===== config.mk =====
export PLATFORM = sky130hd
export DESIGN_NAME = hcr_csr_map
export DESIGN_NICKNAME = d
export VERILOG_FILES = /design/src/rtl/hcr_csr_map.v
export VERILOG_INCLUDE_DIRS = /design/src /design/src/include
export SDC_FILE = /design/constraint.sdc
export NUM_CORES = 2
export LEC_CHECK = 0
export BUFFER_PORTS_ARGS = -buffer_cell sky130_fd_sc_hd__buf_2
export CAP_MARGIN = 15
export CORE_AREA = 2 2 323 325
export CTS_BUF_LIST = sky130_fd_sc_hd__clkbuf_8
export DETAILED_ROUTE_END_ITERATION = 8
export DIE_AREA = 0 0 325 327
export PLACE_DENSITY = 0.53
export SYNTH_ARGS = -nofsm -noshare
export SYNTH_HDL_FRONTEND = slang
export SYNTH_SLANG_ARGS = --single-unit

===== constraint.sdc =====
create_clock -name I_CLK -period 3 [get_ports I_CLK]
set_input_delay 0.6 -clock I_CLK [delete_from_list [all_inputs] [get_ports I_CLK]]
set_output_delay 0.6 -clock I_CLK [all_outputs]
set_load 0.03 [all_outputs]

===== src/include/hcr_consts.vh =====
`ifndef HCR_CONSTS_VH
`define HCR_CONSTS_VH

// ==========================================================
// Word addresses (byte offset)
`define HCR_OFS_CSR_BASE    8'h50
`define HCR_OFS_ID          8'h50
`define HCR_OFS_IRQ_CFG     8'h54
`define HCR_OFS_INTERRUPT_STATUS     8'h58
`define HCR_OFS_INT_EN      8'h5c
`define HCR_OFS_RSVD_A      8'h60
`define HCR_OFS_BYTE_TEST   8'h64
`define HCR_OFS_FIFO_LVL    8'h68
`define HCR_OFS_RX_CFG      8'h6c
`define HCR_OFS_TX_CFG      8'h70
`define HCR_OFS_HARDWARE_CONFIG      8'h74
`define HCR_OFS_RX_PATH     8'h78
`define HCR_OFS_RX_LVL      8'h7c
`define HCR_OFS_TX_LVL      8'h80
`define HCR_OFS_PMT         8'h84
`define HCR_OFS_GPIO        8'h88
`define HCR_OFS_TIMER_CONFIG     8'h8c
`define HCR_OFS_TIMER_COUNT     8'h90
`define HCR_OFS_RSVD_B      8'h94
`define HCR_OFS_SWAP        8'h98
`define HCR_OFS_FREE_RUN    8'h9c
`define HCR_OFS_RX_DROP     8'ha0
`define HCR_OFS_MAC_CMD     8'ha4
`define HCR_OFS_MAC_DATA    8'ha8
`define HCR_OFS_AFC         8'hac
`define HCR_OFS_ROM_CMD     8'hb0
`define HCR_OFS_ROM_DATA    8'hb4
`define HCR_OFS_RSVD_LO     8'hb8

// Queue ports below the register region
`define HCR_OFS_RXD_LO      8'h00
`define HCR_OFS_TXD_LO      8'h20
`define HCR_OFS_RXS_POP     8'h40
`define HCR_OFS_RXS_NONDESTRUCTIVE_VIEW    8'h44
`define HCR_OFS_TXS_POP     8'h48
`define HCR_OFS_TXS_NONDESTRUCTIVE_VIEW    8'h4c

// ==========================================================
// Reset values
`define HCR_RST_ZERO        32'h0000_0000
`define HCR_RST_BYTE_TEST   32'h8765_4321
`define HCR_RST_FIFO_LVL    32'h4800_0000
`define HCR_RST_HARDWARE_CONFIG      32'h0005_0000
`define HCR_RST_TX_LVL      32'h0000_1200
`define HCR_RST_GPT         32'h0000_ffff

// ==========================================================
// Field positions
`define HCR_IRQ_TYPE_BIT    0
`define HCR_IRQ_POL_BIT     4
`define HCR_IRQ_EN_BIT      8
`define HCR_IRQ_INT_BIT     12
`define HCR_HW_SRST_BIT     0
`define HCR_INT_LINK_BIT    0

// Writable masks
`define HCR_IRQ_CFG_WMASK   32'hff00_0111
`define HCR_IRQ_SOFT_RESET_IMMUNE_MASK   32'h0000_0011
`define HCR_HARDWARE_CONFIG_WMASK    32'hffff_fffe

`endif


===== src/rtl/hcr_csr_map.v =====
// ==========================================================
// Functional notes
// - Latching status bits hold their capture until the register is read, then clear.
// - Soft-reset-immune fields keep their value across a software reset.
// - Host writes zeros to reserved bits; reserved bits read back undefined.
// - Reserved locations 60h, 94h, B8h-FCh return an arbitrary value.
// - Hard resets load all configuration registers with defaults; soft reset keeps the immune IRQ_CFG bits.
// - Four host queues exist: rx status, rx data, tx status, tx data.
// - Rx status port read returns the oldest entry and pops it.
// - Rx status view read returns the oldest entry without popping.
// - Rx data is destructive only, mirrored at 8 words, each pops.
// - Tx status port read returns the oldest entry and pops it.
// - Tx status view read returns the oldest entry, queue unchanged.
// - Tx data is write only; all 8 mirrored words push identically.
// - Registers decode directly at 50h to FCh in 4-byte steps.
// - Endian test register at 64h is read-only, returns 87654321h.
// - MAC registers reached via command at A4h and data at A8h.
// - Serial ROM reached via command at B0h and data at B4h.
// - Timer config 8Ch and timer count 90h reset to 0000FFFFh.
// - Rx drop counter at A0h resets to zero and is readable.
// - Writes to read-only registers do nothing; write-only reads return zero.
// - Write-one-to-clear bits clear on one, keep on zero.
// - Host transfers 16-bit halves of each 32-bit word.
`timescale 1ns/10ps
`include "hcr_consts.vh"

module hcr_csr_map #(
	parameter [15:0] CHIP_ID  = 16'h0a5a,	// Arbitrary identity value
	parameter [15:0] CHIP_REV = 16'h0003	// Arbitrary identity value
) (
	input  wire        I_CLK,
	input  wire        I_RST_N,
	input  wire        I_POR_N,
	input  wire        I_RD,
	input  wire        I_WR,
	input  wire [7:1]  I_ADDR,
	input  wire [15:0] I_WDATA,
	output reg  [15:0] O_RDATA,
	output reg         O_RDATA_VALID,
	input  wire [31:0] I_RXS_DATA,
	input  wire        I_RXS_VALID,
	output reg         O_RXS_POP,
	input  wire [31:0] I_RXD_DATA,
	output reg         O_RXD_POP,
	input  wire [31:0] I_TXS_DATA,
	input  wire        I_TXS_VALID,
	output reg         O_TXS_POP,
	output reg  [31:0] O_TXD_DATA,
	output reg         O_TXD_PUSH,
	input  wire [31:0] I_INT_EVENTS,
	input  wire        I_LINK_DOWN,
	input  wire [31:0] I_RX_LEVELS,
	input  wire [31:0] I_TX_LEVELS,
	input  wire        I_RX_DROP_INC,
	input  wire [31:0] I_MAC_RDATA,
	input  wire [31:0] I_ROM_RDATA,
	output reg  [31:0] O_MAC_CMD,
	output reg  [31:0] O_MAC_WDATA,
	output reg         O_MAC_CMD_WR,
	output reg  [31:0] O_ROM_CMD,
	output reg  [31:0] O_ROM_WDATA,
	output reg         O_ROM_CMD_WR,
	output reg  [31:0] O_RX_CFG,
	output reg  [31:0] O_TX_CFG,
	output reg  [31:0] O_HARDWARE_CONFIG,
	output reg  [31:0] O_IRQ_CFG,
	output reg  [31:0] O_INT_EN,
	output reg  [31:0] O_FIFO_LVL,
	output reg  [31:0] O_GPIO_CFG,
	output reg  [31:0] O_TIMER_CONFIG,
	output reg  [31:0] O_FLOW_CONTROL_CONFIG,
	output reg  [31:0] O_POWER_MGMT_CONTROL,
	output reg  [31:0] O_SWAP
);

// ==========================================================
// Address classes
function is_rsvd;
	input [7:0] a;
	begin
		is_rsvd = (a == `HCR_OFS_RSVD_A) || (a == `HCR_OFS_RSVD_B) ||
			(a >= `HCR_OFS_RSVD_LO);
	end
endfunction

function [31:0] merge_wr;
	input [31:0] old;
	input [31:0] val;
	input [31:0] mask;
	begin
		merge_wr = (old & ~mask) | (val & mask);
	end
endfunction

// ==========================================================
// Half-word pairing
// Low half arrives first and is held; the high half commits the word.
reg  [15:0] wr_lo_reg;
reg  [15:0] rd_hi_reg;
reg  [31:0] interrupt_status_reg;
reg  [31:0] timer_count_reg;
reg  [31:0] free_run_reg;
reg  [31:0] rx_drop_reg;
reg         link_latch_reg;
reg         srst_req_reg;
reg         wr_lo_seen_reg;
reg  [7:0]  wr_lo_addr_reg;
reg         rd_lo_seen_reg;
reg  [7:0]  rd_lo_addr_reg;

wire [7:0]  word_addr = {I_ADDR, 1'b0} & 8'hfc;
wire        hi_half   = I_ADDR[1];
wire [31:0] wr_word   = {I_WDATA, wr_lo_reg};
wire        wr_commit = I_WR & hi_half & wr_lo_seen_reg &
	(wr_lo_addr_reg == word_addr);
wire        rd_commit = I_RD & hi_half & rd_lo_seen_reg &
	(rd_lo_addr_reg == word_addr);
wire        soft_rst  = srst_req_reg;
wire        any_rst   = ~I_RST_N | ~I_POR_N | soft_rst;

// ==========================================================
// Read mux
reg [31:0] rd_word;
always @* begin
	rd_word = `HCR_RST_ZERO;
	if (word_addr < `HCR_OFS_TXD_LO)
		rd_word = I_RXD_DATA;
	else if (word_addr < `HCR_OFS_RXS_POP)
		rd_word = `HCR_RST_ZERO;
	else if (word_addr == `HCR_OFS_RXS_POP || word_addr == `HCR_OFS_RXS_NONDESTRUCTIVE_VIEW)
		rd_word = I_RXS_DATA;
	else if (word_addr == `HCR_OFS_TXS_POP || word_addr == `HCR_OFS_TXS_NONDESTRUCTIVE_VIEW)
		rd_word = I_TXS_DATA;
	else if (is_rsvd(word_addr))
		rd_word = free_run_reg;
	else begin
		case (word_addr)
		`HCR_OFS_ID:        rd_word = {CHIP_ID, CHIP_REV};
		`HCR_OFS_IRQ_CFG:   rd_word = O_IRQ_CFG |
			({31'h0, |(interrupt_status_reg & O_INT_EN)} << `HCR_IRQ_INT_BIT);
		`HCR_OFS_INTERRUPT_STATUS:   rd_word = interrupt_status_reg;
		`HCR_OFS_INT_EN:    rd_word = O_INT_EN;
		`HCR_OFS_BYTE_TEST: rd_word = `HCR_RST_BYTE_TEST;
		`HCR_OFS_FIFO_LVL:  rd_word = O_FIFO_LVL;
		`HCR_OFS_RX_CFG:    rd_word = O_RX_CFG;
		`HCR_OFS_TX_CFG:    rd_word = O_TX_CFG;
		`HCR_OFS_HARDWARE_CONFIG:    rd_word = O_HARDWARE_CONFIG;
		`HCR_OFS_RX_PATH:   rd_word = `HCR_RST_ZERO;
		`HCR_OFS_RX_LVL:    rd_word = I_RX_LEVELS;
		`HCR_OFS_TX_LVL:    rd_word = I_TX_LEVELS;
		`HCR_OFS_PMT:       rd_word = (O_POWER_MGMT_CONTROL & ~(32'h1 << `HCR_INT_LINK_BIT)) |
			({31'h0, link_latch_reg} << `HCR_INT_LINK_BIT);
		`HCR_OFS_GPIO:      rd_word = O_GPIO_CFG;
		`HCR_OFS_TIMER_CONFIG:   rd_word = O_TIMER_CONFIG;
		`HCR_OFS_TIMER_COUNT:   rd_word = timer_count_reg;
		`HCR_OFS_SWAP:      rd_word = O_SWAP;
		`HCR_OFS_FREE_RUN:  rd_word = free_run_reg;
		`HCR_OFS_RX_DROP:   rd_word = rx_drop_reg;
		`HCR_OFS_MAC_CMD:   rd_word = O_MAC_CMD;
		`HCR_OFS_MAC_DATA:  rd_word = I_MAC_RDATA;
		`HCR_OFS_AFC:       rd_word = O_FLOW_CONTROL_CONFIG;
		`HCR_OFS_ROM_CMD:   rd_word = O_ROM_CMD;
		`HCR_OFS_ROM_DATA:  rd_word = I_ROM_RDATA;
		default:            rd_word = `HCR_RST_ZERO;
		endcase
	end
end

// ==========================================================
// Bus side: data return and pairing state
always @(posedge I_CLK) begin
	if (!I_RST_N || !I_POR_N) begin
		wr_lo_reg      <= 16'h0000;
		rd_hi_reg      <= 16'h0000;
		O_RDATA        <= 16'h0000;
		O_RDATA_VALID  <= 1'b0;
		wr_lo_seen_reg <= 1'b0;
		wr_lo_addr_reg <= 8'h00;
		rd_lo_seen_reg <= 1'b0;
		rd_lo_addr_reg <= 8'h00;
	end else begin
		O_RDATA_VALID <= I_RD;
		if (I_WR && !hi_half)
			wr_lo_reg <= I_WDATA;
		// Any half restarts pairing, so a lone high half never commits stale data
		if (I_WR) begin
			wr_lo_seen_reg <= !hi_half;
			wr_lo_addr_reg <= word_addr;
		end
		if (I_RD) begin
			rd_lo_seen_reg <= !hi_half;
			rd_lo_addr_reg <= word_addr;
		end
		// High half comes from the snapshot so the pair reads one word
		if (I_RD && !hi_half) begin
			O_RDATA   <= rd_word[15:0];
			rd_hi_reg <= rd_word[31:16];
		end else if (I_RD) begin
			O_RDATA <= rd_hi_reg;
		end
	end
end

// ==========================================================
// Queue strobes
always @(posedge I_CLK) begin
	if (!I_RST_N || !I_POR_N) begin
		O_RXS_POP  <= 1'b0;
		O_RXD_POP  <= 1'b0;
		O_TXS_POP  <= 1'b0;
		O_TXD_PUSH <= 1'b0;
		O_TXD_DATA <= `HCR_RST_ZERO;
	end else begin
		O_RXS_POP  <= rd_commit && word_addr == `HCR_OFS_RXS_POP && I_RXS_VALID;
		O_TXS_POP  <= rd_commit && word_addr == `HCR_OFS_TXS_POP && I_TXS_VALID;
		O_RXD_POP  <= rd_commit && word_addr < `HCR_OFS_TXD_LO;
		O_TXD_PUSH <= wr_commit && word_addr >= `HCR_OFS_TXD_LO &&
			word_addr < `HCR_OFS_RXS_POP;
		if (wr_commit && word_addr >= `HCR_OFS_TXD_LO && word_addr < `HCR_OFS_RXS_POP)
			O_TXD_DATA <= wr_word;
	end
end

// ==========================================================
// Soft-reset-immune fields: only hard resets touch them
always @(posedge I_CLK) begin
	if (!I_RST_N || !I_POR_N) begin
		O_IRQ_CFG <= `HCR_RST_ZERO;
	end else if (soft_rst) begin
		O_IRQ_CFG <= O_IRQ_CFG & `HCR_IRQ_SOFT_RESET_IMMUNE_MASK;
	end else if (wr_commit && word_addr == `HCR_OFS_IRQ_CFG) begin
		O_IRQ_CFG <= merge_wr(O_IRQ_CFG, wr_word, `HCR_IRQ_CFG_WMASK);
	end
end

// ==========================================================
// Configuration and status registers
always @(posedge I_CLK) begin
	if (any_rst) begin
		O_INT_EN       <= `HCR_RST_ZERO;
		O_FIFO_LVL     <= `HCR_RST_FIFO_LVL;
		O_RX_CFG       <= `HCR_RST_ZERO;
		O_TX_CFG       <= `HCR_RST_ZERO;
		O_HARDWARE_CONFIG       <= `HCR_RST_HARDWARE_CONFIG;
		O_POWER_MGMT_CONTROL     <= `HCR_RST_ZERO;
		O_GPIO_CFG     <= `HCR_RST_ZERO;
		O_TIMER_CONFIG      <= `HCR_RST_GPT;
		O_SWAP         <= `HCR_RST_ZERO;
		O_FLOW_CONTROL_CONFIG      <= `HCR_RST_ZERO;
		O_MAC_CMD      <= `HCR_RST_ZERO;
		O_MAC_WDATA    <= `HCR_RST_ZERO;
		O_ROM_CMD      <= `HCR_RST_ZERO;
		O_ROM_WDATA    <= `HCR_RST_ZERO;
		O_MAC_CMD_WR   <= 1'b0;
		O_ROM_CMD_WR   <= 1'b0;
		interrupt_status_reg    <= `HCR_RST_ZERO;
		timer_count_reg    <= `HCR_RST_GPT;
		rx_drop_reg    <= `HCR_RST_ZERO;
		link_latch_reg <= 1'b0;
		srst_req_reg   <= 1'b0;
	end else begin
		O_MAC_CMD_WR <= wr_commit && word_addr == `HCR_OFS_MAC_CMD;
		O_ROM_CMD_WR <= wr_commit && word_addr == `HCR_OFS_ROM_CMD;
		// Self-clearing soft reset request; takes effect next cycle
		srst_req_reg <= wr_commit && word_addr == `HCR_OFS_HARDWARE_CONFIG &&
			wr_word[`HCR_HW_SRST_BIT];
		if (wr_commit && !is_rsvd(word_addr)) begin
			case (word_addr)
			`HCR_OFS_INT_EN:   O_INT_EN    <= wr_word;
			`HCR_OFS_FIFO_LVL: O_FIFO_LVL  <= wr_word;
			`HCR_OFS_RX_CFG:   O_RX_CFG    <= wr_word;
			`HCR_OFS_TX_CFG:   O_TX_CFG    <= wr_word;
			`HCR_OFS_HARDWARE_CONFIG:   O_HARDWARE_CONFIG    <= merge_wr(O_HARDWARE_CONFIG, wr_word,
				`HCR_HARDWARE_CONFIG_WMASK);
			`HCR_OFS_PMT:      O_POWER_MGMT_CONTROL  <= wr_word;
			`HCR_OFS_GPIO:     O_GPIO_CFG  <= wr_word;
			`HCR_OFS_TIMER_CONFIG:  O_TIMER_CONFIG   <= wr_word;
			`HCR_OFS_SWAP:     O_SWAP      <= wr_word;
			`HCR_OFS_AFC:      O_FLOW_CONTROL_CONFIG   <= wr_word;
			`HCR_OFS_MAC_CMD:  O_MAC_CMD   <= wr_word;
			`HCR_OFS_MAC_DATA: O_MAC_WDATA <= wr_word;
			`HCR_OFS_ROM_CMD:  O_ROM_CMD   <= wr_word;
			`HCR_OFS_ROM_DATA: O_ROM_WDATA <= wr_word;
			default:           O_INT_EN    <= O_INT_EN;
			endcase
		end
		// Events set, host one clears; a set in the same cycle wins
		if (wr_commit && word_addr == `HCR_OFS_INTERRUPT_STATUS)
			interrupt_status_reg <= (interrupt_status_reg & ~wr_word) | I_INT_EVENTS;
		else
			interrupt_status_reg <= interrupt_status_reg | I_INT_EVENTS;
		// Latch-high of link loss; read clears unless a new event lands
		if (I_LINK_DOWN)
			link_latch_reg <= 1'b1;
		else if (rd_commit && word_addr == `HCR_OFS_PMT)
			link_latch_reg <= 1'b0;
		// Timer reloads when the config is written or the count reaches zero, else counts down
		if (wr_commit && word_addr == `HCR_OFS_TIMER_CONFIG)
			timer_count_reg <= {16'h0000, wr_word[15:0]};
		else if (timer_count_reg == `HCR_RST_ZERO)
			timer_count_reg <= {16'h0000, O_TIMER_CONFIG[15:0]};
		else
			timer_count_reg <= timer_count_reg - 32'h1;
		if (I_RX_DROP_INC)
			rx_drop_reg <= rx_drop_reg + 32'h1;
		else if (rd_commit && word_addr == `HCR_OFS_RX_DROP)
			rx_drop_reg <= `HCR_RST_ZERO;
	end
end

// ==========================================================
// Free-running counter; not cleared by soft reset
always @(posedge I_CLK) begin
	if (!I_RST_N || !I_POR_N)
		free_run_reg <= `HCR_RST_ZERO;
	else
		free_run_reg <= free_run_reg + 32'h1;
end

endmodule


==> reports/metrics.json <==
{
  "placed_design": {
    "dpl.cell_count": 6325,
    "place.gp.congestion": 1.044,
    "hpwl_mm": 188.8,
    "port-buffer-count": 800
  },
  "floorplanning": {
    "fp.dieH_um": 327,
    "floorplan.initialDensity": 0.3023,
    "num_io_pins": 823,
    "fp.coreArea_sq_um": 102900,
    "dieArea_sq_um": 106300,
    "rows": 118,
    "chipWidth_um": 325
  },
  "logic_synthesis": {
    "synthesis.area_sq_um": 31110,
    "synth_top_area_share": 0.4434,
    "synth_top_cells_by_area": "dfxtp_1 44%, nand2_1 13%, a21oi_1 9.7%, a22oi_1 5.1%, clkbuf_1 2.8%",
    "post_synth_inst_count": 4009,
    "synth-seq-area-share": 0.4434,
    "synth_enable_flop_cells": 0,
    "synth_async_sr_flop_share": 0,
    "yosys.area.top_type": "dfxtp_1",
    "synth.ff_latch_count": 689,
    "yosys_warnings": 0,
    "synthTopCellsByCount": "1089 x nand2_1, 689 x dfxtp_1, 601 x a21oi_1",
    "synth_area_per_cell_sq_um": 7.760,
    "synth_cell_types": 83,
    "synth_top_flop_cell": "dfxtp_1",
    "yosys.cell_count.top_type": "nand2_1"
  },
  "worst_setup_path": {
    "worst-path-max-fanout": 11,
    "worstSetupStartpointType": "input pin",
    "capturing_element_type_of_the_critical_path": "flip-flop",
    "ff2ff_path_depth": 6,
    "timing.critical_path.required_ns": 3.77,
    "timing_worst_setup_path_type": "input pin to flip-flop",
    "worstPathArrival_ns": 3.76
  },
  "outcome": {
    "status": "finished, final reports clean"
  },
  "route": {
    "drt_first_pass_iters": 9,
    "route.detailed.drc": 0,
    "detailedRoute.firstIterationViolations": 5124,
    "avgViaCountPerCell": 5.764,
    "antenna_left": 0,
    "num_vias": 38050,
    "route.detailed.wl_per_inst_um": 35.70,
    "drt_wl_total_mm": 235.7
  },
  "pwr": {
    "power.density_cell_area_nw_per_um2": 488.2,
    "power_frac_clock": 0.476,
    "comb_power_share": 0.084,
    "internal_power_w": 0.01530,
    "power.leakage_nw": 18.14,
    "netSwitchingFraction": 0.2757,
    "p_sw_w": 0.005823,
    "power_frac_seq": 0.440,
    "power.ir.vdd_worst_mv": 0.3425
  },
  "clocking": {
    "tritoncts.num_buffers": 130,
    "cts_max_path_buffers": 3,
    "clock_latency_ns": 0.87,
    "clkTransAtPathRegs_ns": 0.07,
    "tritoncts": "done",
    "clock_tree.root_cell": "clkbuf_8",
    "cts.repair.resized": 0,
    "cts_num_sinks": 689,
    "cts-htree-levels": 4
  },
  "global_route": {
    "globalRoute.totalOverflow": 0,
    "globalRouteMet1Util": 0.5159,
    "top_usage_layer": "met2",
    "wire_length_of_the_first_global_routing_pass_mm": 309.5,
    "grt_util_met3": 0.1023,
    "initial_antenna_violation_count": 15,
    "gr-usage-met2": 0.6878,
    "grt_usage": 0.4247,
    "grt_start_max_net_pins": 76,
    "vias_in_the_first_global_route": 35070
  },
  "layout": {
    "final_layout_size_suffix_gt1_frac": 0.3030,
    "areaGrowthSynthToFinish_pct": 39.07,
    "layoutNonFillerInstCount": 6602,
    "layout.nets": 5402
  },
  "timing": {
    "report.final.slew_viol_count": 0,
    "max_slew_margin": 0.2272,
    "post-route-min-period_ns": 2.987,
    "final.setup_skew_ns": 0.05196,
    "finalHoldViolCount": 0,
    "fin_tns_setup_ns": 0,
    "grt_setup_unrepaired": "false",
    "final.period_utilization": 0.9956,
    "finalSetupViolations": 0,
    "fmax_ghz": 0.3348,
    "max_slew.worst_pin.slew_ns": 1.158
  },
  "min_path": {
    "min_path_type": "input pin to flip-flop",
    "worst_hold_stages": 3
  },
  "run": {
    "maxCapViolCount": 0
  }
}
==> per-stage QoR <==
step / hold WS, ns / util / cell area [sq um] / setup slack, ns / power (W)
4_1_cts: 0.006172 / 0.4202 / 43240 / 0.2846 / 0.02109
6_report: 0.07585 / 0.4204 / 43260 / 0.01335 / 0.02112
5_1_grt: 0.06246 / 0.4203 / 43250 / 0.05636 / 0.02155
3_5_place_dp: 0.4461 / 0.3897 / 40100 / -0.5634 / 0.01116
3_3_place_gp: 0.4416 / 0.3896 / 40090 / -1.182 / 0.01116
2_1_floorplan: 0.4352 / - / 31190 / 0.4607 / 0.01007
==> cell type report <==
| class | instances | area [sq um] |
|---|---|---|
| antenna | 7 | 17.52 |
| inverter | 12 | 45.04 |
| sequential | 689 | 13790 |
| clock buffer | 173 | 2381 |
| tap | 1380 | 1727 |
| fill | 10710 | 59640 |
| clock inverter | 63 | 417.9 |
| multi-input combinational | 2938 | 15770 |
| timing repair buffer | 1340 | 9111 |
==> per-layer routing <==
layer | vias up | share of wire
met5 | - | 0.00050
met4 | 18 | 0.067
met3 | 591 | 0.095
met2 | 2645 | 0.46
met1 | 18590 | 0.38
li1 | 16220 | -
==> power by group through the flow <==
stage | clock (W) | sequential, W | combinational [W]
floorplan | 0 | 0.00944 | 0.000629
global placement | 0 | 0.00949 | 0.00168
detailed placement | 0 | 0.00948 | 0.00167
CTS | 0.0101 | 0.00928 | 0.00172
global route | 0.0105 | 0.00928 | 0.00179
finish | 0.0100 | 0.00929 | 0.00178
==> path summary, 6_finish.rpt <==
kind                            start                  to  slack [ns]
setup / recovery            I_ADDR[6]       rd_hi_reg[12]        0.01
hold reg to reg       O_ROM_WDATA[18]     O_ROM_WDATA[18]        0.45
setup reg to reg  timer_count_reg[23]  timer_count_reg[3]        0.22
hold / removal         I_RXS_DATA[30]       rd_hi_reg[14]        0.08
==> critical path, cell delays in order <==
cell and delay (ns):
buf_2 0.31, buf_12 0.18, or4b_2 0.71, nor2_4 0.23, buf_4 0.19, a221o_1 0.56, o221ai_1 0.63, a21oi_1 0.32
==> logic make-up (layout without fill, tap and decap cells) <==
group                      Yosys count  after routing  share of synthesized area
and+or+nand+nor                   1693           1693                     0.2405
AOI/OAI and AO/OA                 1063           1063                     0.2091
DFF                                689            689                     0.4434
buffers and inverters              403           1588                    0.05711
muxes                               90             90                    0.02964
xor gates and xnor gates            67             67                    0.01886
adders and majority gates            3              3                   0.001207
other                                1             29                  0.0001205
==> placed cells by master, fill, tap and decap left out, drive strengths merged, types with 58 or more instances in the layout <==
cell / instances
buf: 1305
nand2: 1090
dfxtp: 689
a21oi: 601
a22oi: 213
nor2: 200
clkbuf: 173
nand3: 83
mux2i: 82
and3: 58
==> timing repair <==
action / in CTS / in global routing
setup buffers: 0 / 0
hold buffers: 34 / 0
hold endpoints to repair: 33 / 0
(Power assumes the default switching activity.)
